--- src/iptc_pkg.sv ---
// Package for the interrupt priority, trap status and request flag block.
// Assumes a single system clock domain and a plain strobe register port.
package iptc_pkg;
    // Register offsets (word index on the plain register port)
    localparam logic [3:0] IPTC_OFF_STATUS = 4'h0;
    localparam logic [3:0] IPTC_OFF_CORE = 4'h1;
    localparam logic [3:0] IPTC_OFF_TRAPCTL = 4'h2;
    localparam logic [3:0] IPTC_OFF_VECCTL = 4'h3;
    localparam logic [3:0] IPTC_OFF_FLAGS0 = 4'h4;
    localparam logic [3:0] IPTC_OFF_EVSTAT = 4'h5;
    localparam logic [3:0] IPTC_OFF_EVMASK = 4'h6;
    // Field positions
    localparam int IPTC_POS_PRIO_LO = 5;
    localparam int IPTC_POS_PRIO_MSB = 3;
    localparam int IPTC_POS_NEST_DIS = 15;
    localparam int IPTC_POS_ACCA_OVF = 14;
    localparam int IPTC_POS_ACCB_OVF = 13;
    localparam int IPTC_POS_ACCA_CAT = 12;
    localparam int IPTC_POS_ACCB_CAT = 11;
    localparam int IPTC_POS_ACCA_TE = 10;
    localparam int IPTC_POS_ACCB_TE = 9;
    localparam int IPTC_POS_CAT_TE = 8;
    localparam int IPTC_POS_DMA_FLT = 5;
    localparam int IPTC_POS_ADDR_FLT = 3;
    localparam int IPTC_POS_STK_FLT = 2;
    localparam int IPTC_POS_OSC_FLT = 1;
    localparam int IPTC_POS_ALT_TBL = 15;
    localparam int IPTC_NUM_EXT = 3;
    localparam int IPTC_NUM_SRC = 15;
    // Writable masks and reset values
    localparam logic [15:0] IPTC_TRAPCTL_WMASK = 16'hFF2E;
    localparam logic [15:0] IPTC_VECCTL_WMASK = 16'h8007;
    localparam logic [15:0] IPTC_FLAGS0_WMASK = 16'h7FFF;
    localparam logic [15:0] IPTC_RST_WORD = 16'h0000;
    localparam logic [2:0] IPTC_PRIO_BLOCK = 3'h7;

    // Trap events from core and peripherals
    typedef struct packed {
        logic acc_a_ovf;
        logic acc_b_ovf;
        logic acc_a_cat;
        logic acc_b_cat;
        logic dma_fault;
        logic addr_fault;
        logic stk_fault;
        logic osc_fault;
    } iptc_trap_type;

    // Register bus request
    typedef struct packed {
        logic [3:0] addr;
        logic [15:0] wdata;
        logic wr;
        logic rd;
    } iptc_bus_type;

    // Whole block state
    typedef struct packed {
        logic [2:0] prio_lo;
        logic prio_msb;
        logic [15:0] trapctl;
        logic [15:0] vecctl;
        logic [15:0] flags0;
        logic [7:0] evstat;
        logic [7:0] evmask;
        logic [2:0] ext_s1;
        logic [2:0] ext_s2;
        logic [2:0] ext_s3;
        logic [2:0] ext_last;
        logic [15:0] rdata;
    } iptc_state_type;
endpackage

--- src/iptc_core.sv ---
// Interrupt priority level, trap status and request flag group 0.
// Assumes software drives a one-cycle strobe port; external inputs are asynchronous pins.
// Functional notes
// - Status word bits 7..5 hold writable priority
// - Priority msb in core word is read-only
// - Priority level is msb concatenated with low field
// - Level seven or msb set blocks user interrupts
// - Nesting disable makes low priority bits read-only
// - Bits 14..11 record accumulator overflow causes
// - Bits 3,2,1 record address, stack, oscillator traps
// - Polarity bit picks negative or positive edge
// - Flag group maps sources from bit 0
// - Flag one means request raised; reset zero
// - Unimplemented bits always read zero
// - Control selects alternate or standard vector table
// - Flags set by sources, cleared only by software
//
// Local design decisions: the placing of the registers and the plain strobed port.
`timescale 1ns/100ps
module iptc_core
    import iptc_pkg::*;
(
    input wire logic clk_sys_in,
    input wire logic rst_in,
    input wire logic [3:0] reg_addr_in,
    input wire logic [15:0] reg_wdata_in,
    input wire logic reg_wr_in,
    input wire logic reg_rd_in,
    output logic [15:0] reg_rdata_out,
    input wire logic [IPTC_NUM_EXT-1:0] ext_pin_in,
    input wire logic [IPTC_NUM_SRC-1:0] src_req_in,
    input wire iptc_trap_type trap_in,
    input wire logic prio_set_in,
    input wire logic [3:0] prio_val_in,
    output logic [3:0] cpu_prio_out,
    output logic user_irq_block_out,
    output logic nesting_disable_out,
    output logic alt_table_select_out,
    output logic [2:0] acc_trap_take_out,
    output logic [15:0] pending_flags_out,
    output logic irq_out
);
    iptc_state_type st_r;
    iptc_state_type st_nxt;
    iptc_bus_type bus;
    logic [15:0] src_set;
    logic [IPTC_NUM_EXT-1:0] ext_edge;
    logic [7:0] trap_vec;

    // Write decode helper, used for every writable register
    function automatic logic wr_hit(input iptc_bus_type b, input logic [3:0] off);
        wr_hit = b.wr && (b.addr == off);
    endfunction

    assign bus = '{addr: reg_addr_in, wdata: reg_wdata_in, wr: reg_wr_in, rd: reg_rd_in};
    assign trap_vec = trap_in;

    // Edge detect on synchronised pins, polarity chosen per input
    generate
        for (genvar i = 0; i < IPTC_NUM_EXT; i++) begin : g_ext
            assign ext_edge[i] = (st_r.ext_s2[i] == st_r.ext_s3[i]) &&
                (st_r.ext_s3[i] != st_r.ext_last[i]) &&
                (st_r.vecctl[i] ? !st_r.ext_s3[i] : st_r.ext_s3[i]);
        end
    endgenerate

    // External input 0 and source 0 share bit 0, sources 14..1 in bits 14..1, bit 15 never set
    assign src_set = {1'b0, src_req_in[14:1], src_req_in[0] | ext_edge[0]};

    // Next-state logic
    always_comb begin
        st_nxt = st_r;
        st_nxt.ext_s1 = ext_pin_in;
        st_nxt.ext_s2 = st_r.ext_s1;
        st_nxt.ext_s3 = st_r.ext_s2;
        if (st_r.ext_s2 == st_r.ext_s3) begin
            st_nxt.ext_last = st_r.ext_s3;
        end
        // Core priority updates; software writes ignored while nesting is off
        if (prio_set_in) begin
            st_nxt.prio_lo = prio_val_in[2:0];
            st_nxt.prio_msb = prio_val_in[3];
        end else if (wr_hit(bus, IPTC_OFF_STATUS) && !st_r.trapctl[IPTC_POS_NEST_DIS]) begin
            st_nxt.prio_lo = bus.wdata[IPTC_POS_PRIO_LO +: 3];
        end
        // Software writes first, hardware sets win afterwards
        if (wr_hit(bus, IPTC_OFF_TRAPCTL)) begin
            st_nxt.trapctl = bus.wdata & IPTC_TRAPCTL_WMASK;
        end
        st_nxt.trapctl[IPTC_POS_ACCA_OVF] = st_nxt.trapctl[IPTC_POS_ACCA_OVF] | trap_in.acc_a_ovf;
        st_nxt.trapctl[IPTC_POS_ACCB_OVF] = st_nxt.trapctl[IPTC_POS_ACCB_OVF] | trap_in.acc_b_ovf;
        st_nxt.trapctl[IPTC_POS_ACCA_CAT] = st_nxt.trapctl[IPTC_POS_ACCA_CAT] | trap_in.acc_a_cat;
        st_nxt.trapctl[IPTC_POS_ACCB_CAT] = st_nxt.trapctl[IPTC_POS_ACCB_CAT] | trap_in.acc_b_cat;
        st_nxt.trapctl[IPTC_POS_DMA_FLT] = st_nxt.trapctl[IPTC_POS_DMA_FLT] | trap_in.dma_fault;
        st_nxt.trapctl[IPTC_POS_ADDR_FLT] = st_nxt.trapctl[IPTC_POS_ADDR_FLT] | trap_in.addr_fault;
        st_nxt.trapctl[IPTC_POS_STK_FLT] = st_nxt.trapctl[IPTC_POS_STK_FLT] | trap_in.stk_fault;
        st_nxt.trapctl[IPTC_POS_OSC_FLT] = st_nxt.trapctl[IPTC_POS_OSC_FLT] | trap_in.osc_fault;
        if (wr_hit(bus, IPTC_OFF_VECCTL)) begin
            st_nxt.vecctl = bus.wdata & IPTC_VECCTL_WMASK;
        end
        if (wr_hit(bus, IPTC_OFF_FLAGS0)) begin
            st_nxt.flags0 = bus.wdata & IPTC_FLAGS0_WMASK;
        end
        st_nxt.flags0 = st_nxt.flags0 | src_set;
        if (wr_hit(bus, IPTC_OFF_EVMASK)) begin
            st_nxt.evmask = bus.wdata[7:0];
        end
        // Sticky events, cleared by a read, a new event wins
        if (bus.rd && bus.addr == IPTC_OFF_EVSTAT) begin
            st_nxt.evstat = 8'h00;
        end
        st_nxt.evstat = st_nxt.evstat | trap_vec;
        // Read data, registered for the following cycle
        st_nxt.rdata = 16'h0000;
        if (bus.rd) begin
            case (bus.addr)
                IPTC_OFF_STATUS: st_nxt.rdata = {8'h00, st_r.prio_lo, 5'h00};
                IPTC_OFF_CORE: st_nxt.rdata = {12'h000, st_r.prio_msb, 3'h0};
                IPTC_OFF_TRAPCTL: st_nxt.rdata = st_r.trapctl;
                IPTC_OFF_VECCTL: st_nxt.rdata = st_r.vecctl;
                IPTC_OFF_FLAGS0: st_nxt.rdata = st_r.flags0;
                IPTC_OFF_EVSTAT: st_nxt.rdata = {8'h00, st_r.evstat};
                IPTC_OFF_EVMASK: st_nxt.rdata = {8'h00, st_r.evmask};
                default: st_nxt.rdata = 16'h0000;
            endcase
        end
    end

    // State register
    always_ff @(posedge clk_sys_in or posedge rst_in) begin
        if (rst_in) begin
            st_r <= '0;
        end else begin
            st_r <= st_nxt;
        end
    end

    // Outputs
    assign cpu_prio_out = {st_r.prio_msb, st_r.prio_lo};
    assign user_irq_block_out = st_r.prio_msb || (st_r.prio_lo == IPTC_PRIO_BLOCK);
    assign nesting_disable_out = st_r.trapctl[IPTC_POS_NEST_DIS];
    assign alt_table_select_out = st_r.vecctl[IPTC_POS_ALT_TBL];
    assign acc_trap_take_out = {
        st_r.trapctl[IPTC_POS_CAT_TE] &
            (st_r.trapctl[IPTC_POS_ACCA_CAT] | st_r.trapctl[IPTC_POS_ACCB_CAT]),
        st_r.trapctl[IPTC_POS_ACCB_TE] & st_r.trapctl[IPTC_POS_ACCB_OVF],
        st_r.trapctl[IPTC_POS_ACCA_TE] & st_r.trapctl[IPTC_POS_ACCA_OVF]};
    assign pending_flags_out = st_r.flags0;
    assign reg_rdata_out = st_r.rdata;
    assign irq_out = |(st_r.evstat & st_r.evmask);

    // Assertions
    chk_prio_write_locked: assert property (@(posedge clk_sys_in) disable iff (rst_in)
        (wr_hit(bus, IPTC_OFF_STATUS) && st_r.trapctl[IPTC_POS_NEST_DIS] && !prio_set_in)
        |=> $stable(cpu_prio_out[2:0])) else $error("priority changed while locked");
    chk_prio_write_takes: assert property (@(posedge clk_sys_in) disable iff (rst_in)
        (wr_hit(bus, IPTC_OFF_STATUS) && !st_r.trapctl[IPTC_POS_NEST_DIS] && !prio_set_in)
        |=> cpu_prio_out[2:0] == $past(reg_wdata_in[7:5])) else $error("priority write lost");
    chk_msb_sw_readonly: assert property (@(posedge clk_sys_in) disable iff (rst_in)
        !prio_set_in |=> $stable(cpu_prio_out[3])) else $error("priority msb changed");
    chk_block_level: assert property (@(posedge clk_sys_in) disable iff (rst_in)
        (cpu_prio_out >= 4'h7) == user_irq_block_out) else $error("block level wrong");
    chk_dma_fault_set: assert property (@(posedge clk_sys_in) disable iff (rst_in)
        trap_in.dma_fault |=> st_r.trapctl[IPTC_POS_DMA_FLT]) else $error("dma flag missed");
    chk_flags_sticky: assert property (@(posedge clk_sys_in) disable iff (rst_in)
        (!wr_hit(bus, IPTC_OFF_FLAGS0))
        |=> ((st_r.flags0 & $past(st_r.flags0)) == $past(st_r.flags0)))
        else $error("flag cleared by hardware");
    chk_flag_bit15_zero: assert property (@(posedge clk_sys_in) disable iff (rst_in)
        !st_r.flags0[15] && !st_r.trapctl[0]) else $error("unused bit set");
    chk_read_latency: assert property (@(posedge clk_sys_in) disable iff (rst_in)
        (bus.rd && bus.addr == IPTC_OFF_FLAGS0 && !bus.wr) |=> reg_rdata_out == $past(st_r.flags0))
        else $error("flag read wrong");
    chk_ext_edge_flag: assert property (@(posedge clk_sys_in) disable iff (rst_in)
        ext_edge[0] |=> pending_flags_out[0]) else $error("edge flag missed");
    cov_nest_lock: cover property (@(posedge clk_sys_in) disable iff (rst_in)
        wr_hit(bus, IPTC_OFF_STATUS) && st_r.trapctl[IPTC_POS_NEST_DIS]);
    cov_irq: cover property (@(posedge clk_sys_in) disable iff (rst_in) irq_out);
    cov_acc_trap: cover property (@(posedge clk_sys_in) disable iff (rst_in) |acc_trap_take_out);

    // Control writes land in the cycle after the strobe
    chk_nest_write: assert property (@(posedge clk_sys_in) disable iff (rst_in)
        wr_hit(bus, IPTC_OFF_TRAPCTL)
        |=> nesting_disable_out == $past(reg_wdata_in[IPTC_POS_NEST_DIS]))
        else $error("nesting disable write lost");

    chk_alt_table_write: assert property (@(posedge clk_sys_in) disable iff (rst_in)
        wr_hit(bus, IPTC_OFF_VECCTL)
        |=> alt_table_select_out == $past(reg_wdata_in[IPTC_POS_ALT_TBL]))
        else $error("table select write lost");

    chk_edge_pol_write: assert property (@(posedge clk_sys_in) disable iff (rst_in)
        wr_hit(bus, IPTC_OFF_VECCTL)
        |=> st_r.vecctl[2:0] == $past(reg_wdata_in[2:0]))
        else $error("edge polarity write lost");

    // Core priority load and the blocking level
    chk_core_load: assert property (@(posedge clk_sys_in) disable iff (rst_in)
        prio_set_in
        |=> cpu_prio_out == $past(prio_val_in))
        else $error("core priority load lost");

    chk_msb_blocks: assert property (@(posedge clk_sys_in) disable iff (rst_in)
        cpu_prio_out[3]
        |-> user_irq_block_out)
        else $error("high level not blocking");

    // Unused positions never hold a one
    chk_trap_write_mask: assert property (@(posedge clk_sys_in) disable iff (rst_in)
        (st_r.trapctl & ~IPTC_TRAPCTL_WMASK)
        == 16'h0000)
        else $error("unused trap control bit set");

    chk_vec_write_mask: assert property (@(posedge clk_sys_in) disable iff (rst_in)
        (st_r.vecctl & ~IPTC_VECCTL_WMASK)
        == 16'h0000)
        else $error("unused vector control bit set");

    chk_core_read_zero: assert property (@(posedge clk_sys_in) disable iff (rst_in)
        (bus.rd && bus.addr == IPTC_OFF_CORE)
        |=> (reg_rdata_out & 16'hFFF7) == 16'h0000)
        else $error("core word read not clean");

    chk_status_read_zero: assert property (@(posedge clk_sys_in) disable iff (rst_in)
        (bus.rd && bus.addr == IPTC_OFF_STATUS)
        |=> (reg_rdata_out & 16'hFF1F) == 16'h0000)
        else $error("status word read not clean");

    chk_read_idle_zero: assert property (@(posedge clk_sys_in) disable iff (rst_in)
        !bus.rd
        |=> reg_rdata_out == 16'h0000)
        else $error("read data outside read slot");

    // Trap causes are recorded one cycle after the event
    chk_acc_a_flag: assert property (@(posedge clk_sys_in) disable iff (rst_in)
        trap_in.acc_a_ovf
        |=> st_r.trapctl[IPTC_POS_ACCA_OVF])
        else $error("acc a overflow missed");

    chk_acc_b_flag: assert property (@(posedge clk_sys_in) disable iff (rst_in)
        trap_in.acc_b_ovf
        |=> st_r.trapctl[IPTC_POS_ACCB_OVF])
        else $error("acc b overflow missed");

    chk_cat_a_flag: assert property (@(posedge clk_sys_in) disable iff (rst_in)
        trap_in.acc_a_cat
        |=> st_r.trapctl[IPTC_POS_ACCA_CAT])
        else $error("acc a catastrophic missed");

    chk_cat_b_flag: assert property (@(posedge clk_sys_in) disable iff (rst_in)
        trap_in.acc_b_cat
        |=> st_r.trapctl[IPTC_POS_ACCB_CAT])
        else $error("acc b catastrophic missed");

    chk_addr_fault_set: assert property (@(posedge clk_sys_in) disable iff (rst_in)
        trap_in.addr_fault
        |=> st_r.trapctl[IPTC_POS_ADDR_FLT])
        else $error("address fault missed");

    chk_stack_fault_set: assert property (@(posedge clk_sys_in) disable iff (rst_in)
        trap_in.stk_fault
        |=> st_r.trapctl[IPTC_POS_STK_FLT])
        else $error("stack fault missed");

    chk_osc_fault_set: assert property (@(posedge clk_sys_in) disable iff (rst_in)
        trap_in.osc_fault
        |=> st_r.trapctl[IPTC_POS_OSC_FLT])
        else $error("oscillator fault missed");

    // Request flags: set by sources, cleared only by a write
    chk_src_flag_set: assert property (@(posedge clk_sys_in) disable iff (rst_in)
        (|src_req_in)
        |=> (pending_flags_out[14:0] & $past(src_req_in)) == $past(src_req_in))
        else $error("source request not flagged");

    chk_flag_sw_clear: assert property (@(posedge clk_sys_in) disable iff (rst_in)
        (wr_hit(bus, IPTC_OFF_FLAGS0) && src_req_in == '0 && !ext_edge[0])
        |=> pending_flags_out == ($past(reg_wdata_in) & IPTC_FLAGS0_WMASK))
        else $error("flag write not applied");

    // No trap is taken while its enable is clear
    chk_take_a_gate: assert property (@(posedge clk_sys_in) disable iff (rst_in)
        !st_r.trapctl[IPTC_POS_ACCA_TE]
        |-> !acc_trap_take_out[0])
        else $error("acc a trap taken while off");

    chk_take_b_gate: assert property (@(posedge clk_sys_in) disable iff (rst_in)
        !st_r.trapctl[IPTC_POS_ACCB_TE]
        |-> !acc_trap_take_out[1])
        else $error("acc b trap taken while off");

    chk_take_cat_gate: assert property (@(posedge clk_sys_in) disable iff (rst_in)
        !st_r.trapctl[IPTC_POS_CAT_TE]
        |-> !acc_trap_take_out[2])
        else $error("catastrophic trap taken while off");

    // Sticky event bits: a new event beats the clearing read
    chk_event_set_wins: assert property (@(posedge clk_sys_in) disable iff (rst_in)
        trap_vec != 8'h00
        |=> (st_r.evstat & $past(trap_vec)) == $past(trap_vec))
        else $error("trap event lost");

    chk_event_read_clear: assert property (@(posedge clk_sys_in) disable iff (rst_in)
        (bus.rd && bus.addr == IPTC_OFF_EVSTAT && trap_vec == 8'h00)
        |=> st_r.evstat == 8'h00)
        else $error("event status not cleared");

    // Edge on external input 0 and a core load into the upper levels
    cov_ext_edge: cover property (@(posedge clk_sys_in) disable iff (rst_in) ext_edge[0]);
    cov_core_load: cover property (@(posedge clk_sys_in) disable iff (rst_in)
        prio_set_in && prio_val_in[3]);
endmodule

--- config.mk ---
export PLATFORM = sky130hd
export DESIGN_NAME = iptc_core
export DESIGN_NICKNAME = d
export VERILOG_FILES = /design/src/iptc_pkg.sv /design/src/iptc_core.sv
export SDC_FILE = /design/constraint.sdc
export NUM_CORES = 1
export LEC_CHECK = 0
export ABC_CLOCK_PERIOD_IN_PS = 4000
export BUFFER_PORTS_ARGS = -buffer_cell sky130_fd_sc_hd__buf_4
export CAP_MARGIN = 25
export CORE_MARGIN = 5
export CORE_UTILIZATION = 50
export DETAILED_ROUTE_END_ITERATION = 7
export GPL_TIMING_DRIVEN = 0
export HOLD_SLACK_MARGIN = 0.05
export PLACE_DENSITY = 0.82
export SLEW_MARGIN = 20
export SYNTH_ARGS = -nofsm -noshare
export SYNTH_HDL_FRONTEND = slang
export SYNTH_SLANG_ARGS = --single-unit
--- constraint.sdc ---
create_clock -name clk_sys_in -period 4 [get_ports clk_sys_in]
set_input_delay 0.8 -clock clk_sys_in [delete_from_list [all_inputs] [get_ports clk_sys_in]]
set_output_delay 0.8 -clock clk_sys_in [all_outputs]
set_load 0.01 [all_outputs]
==> impl_metrics.env <==
export IMPL_power_density_nw_per_um2=379
export IMPL_arrival_ps=1360
export IMPL_cts_hold_buffers=0
export IMPL_tritoncts="done"
export IMPL_fin_total_pwr_mw=1.82
export IMPL_initial_utilization=0.514
export IMPL_grt_total_usage=0.220
export IMPL_clock_skew_final_ps=5.22
export IMPL_status="completed"
export IMPL_crit_required_ps=3200
export IMPL_synth_cells=316
export IMPL_synth_warnings=0
export IMPL_synth_top_area_frac=0.517
export IMPL_gp_congestion=0.913
export IMPL_slowest_stage="dfrtp_1"
export IMPL_final_hold_viol_count=0
export IMPL_drtIter0Drc=310
export IMPL_synth_flop_cell="dfrtp_1"
export IMPL_multi_input_area_um2=1390
export IMPL_pre_cts_ws_ps=1670
export IMPL_met2_usage=0.354
export IMPL_layout_drive_gt1_share=0.438
export IMPL_die_area_um2=9280
export IMPL_ir_drop_uv=235
export IMPL_drt_wl_total_um=9790
export IMPL_io_pins=98
export IMPL_drc=0
export IMPL_seq_area_um2=1930
export IMPL_cap_violations=0
export IMPL_max_freq_ghz=0.463
export IMPL_cp_top_family="flip-flops"
export IMPL_synth_most_common_cell="dfrtp_1"
export IMPL_drt_first_pass_iters=5
export IMPL_synth_area_leader_cell="dfrtp_1"
export IMPL_grt_pass1_vias=2999
export IMPL_fill_cells=563
export IMPL_cp_end_kind="output port"
export IMPL_clockBufferDepth=2
export IMPL_final_nets=477
export IMPL_grt_util_met1=0.295
export IMPL_rows=31
export IMPL_clk_pin_slew_worst_paths_ps=80
export IMPL_grt_busiest_layer="met2"
export IMPL_setup_worst_path_class="flip-flop to output port"
export IMPL_slew_headroom=0.373
export IMPL_p_leak_nw=2.27
export IMPL_clockRootBuffer="clkbuf_8"
export IMPL_slowest_delay_ps=410
export IMPL_drt_wirelength_per_cell_um=18.6
export IMPL_final_period_utilization=0.540
export IMPL_cts_sinks=77
export IMPL_syn_avg_cell_area_um2=11.8
export IMPL_dp_hpwl_um=7150
export IMPL_grt_max_degree=56
export IMPL_ys_types=51
export IMPL_rsz0062_at_grt="false"
export IMPL_fin_crit_ps=2160
export IMPL_worst_slew_pin_slew_ps=938
export IMPL_core_area_um2=7250
export IMPL_fin_tns_setup_ps=0
export IMPL_synth_edff_count=0
export IMPL_min_path_type="flip-flop to flip-flop"
export IMPL_cts_repair_resized=0
export IMPL_grt_use_met3=0.0414
export IMPL_diodes=0
export IMPL_die_x_um=96.3
export IMPL_grt_pass1_wl_um=15300
export IMPL_async_flop_share=1.00
export IMPL_syn_num_nets=371
export IMPL_cp_start_kind="flip-flop"
export IMPL_via_per_inst=5.68
export IMPL_drv_slew=0
export IMPL_cts_made_buffers=9
export IMPL_cp_cell_sequence="a22oi_1, nand4_1, buf_4"
export IMPL_synth_commonest_cells="dfrtp_1, buf_4, and3_1"
export IMPL_clk_latency_ps=350
export IMPL_ys_seq_area_frac=0.517
export IMPL_vias=2986
export IMPL_crit_buf_inv=1
export IMPL_setup_violations=0
export IMPL_fp_dieH_um=96.3
export IMPL_ys_ff_latch=77
export IMPL_mappedNetlistArea_um2=3730
export IMPL_ant_nets=0
export IMPL_cts_htree_levels=3
export IMPL_antenna_found_initial=0
export IMPL_postCtsSetupBuffers=0
export IMPL_area_growth_pct=29.1
export IMPL_synthTopCellsByArea="dfrtp_1, buf_4, a211o_1, mux2_2, and3_1"
export IMPL_final_core_util=0.663
export IMPL_portBuffers=94
export IMPL_path_max_fanout=3
export IMPL_grt_overflow_total=0
export IMPL_finalWorstSetupSlack_ps=1840
## through the flow
step                      cell area (µm²)  hold WS [ps]  cells
after detailed placement             4590           337    510
final                                4810           352    526
after global placement               4560           333    509
after CTS                            4810           356    526
after floorplan                      3730           331    316
after global routing                 4810           376    526
## power by group
group,total [mW],switching [mW],internal (mW)
clock network,0.652,0.285,0.367
logic,0.290,0.131,0.159
registers,0.879,0.0430,0.836
total,1.82,0.459,1.36
## layout make-up
class | count | area share
Timing Repair Buffer | 95 | 0.152
Inverter | 6 | 0.00520
Sequential cell | 77 | 0.401
Multi-Input combinational cell | 178 | 0.288
Clock inverter | 6 | 0.0179
Clock buffer | 10 | 0.0286
Tap cell | 99 | 0.0257
Buffer | 55 | 0.0814
## routing by layer
metal,part of all wire,up-vias
met3,0.083,21
met4,0.021,0
met5,0,-
met1,0.42,1473
li1,-,1337
met2,0.48,155
## registers in the layout, summed over array words and instances (netlist names)
register / count
st_r: 34
alt_table_select_out: 1
cpu_prio_out: 4
nesting_disable_out: 1
reg_rdata_out: 16
pending_flags_out: 15
st_nxt: 6
## kinds of logic after synthesis
logic type,Yosys count,share of synthesized area
simple gates,78,0.140
flops,77,0.517
compound gates,72,0.153
buf+inv,61,0.111
mux,25,0.0732
xor+xnor,2,0.00470
other cells,1,0.00101
## cell usage in the layout, fill, tap and decap left out, types with 3 or more instances in the layout
master | Yosys | final
nand2b_1 | 4 | 4
mux2i_1 | 7 | 7
inv_1 | 6 | 5
nand3_1 | 3 | 3
a211o_1 | 24 | 24
and3_1 | 28 | 28
a21oi_1 | 3 | 3
a21boi_0 | 3 | 3
nor2b_1 | 4 | 4
nand2_1 | 3 | 3
a22oi_1 | 11 | 11
nor2_1 | 10 | 10
a2bb2oi_1 | 4 | 4
buf_6 | 3 | 3
and3b_1 | 4 | 4
o31a_1 | 3 | 3
buf_2 | 6 | 6
a21o_1 | 8 | 8
mux2_2 | 16 | 16
dfrtp_1 | 77 | 77
clkbuf_1 | 4 | 4
clkbuf_8 | 0 | 10
buf_4 | 41 | 135
a31oi_1 | 5 | 5
## final timing paths
path                                      from              endpoint  slack (ps)  cells after the start
max                                   st_r[41]               irq_out        1840                      3
min                                 st_nxt[24]            st_nxt[21]         350                      0
max reg2reg                nesting_disable_out       cpu_prio_out[1]        2590                      3
min reg2reg                         st_nxt[24]            st_nxt[21]         350                      0
max in group asynchronous               rst_in  pending_flags_out[9]        3030                      3
min in group asynchronous               rst_in            st_nxt[19]         410                      2
Note: power is estimated with default switching activity, not from simulation.
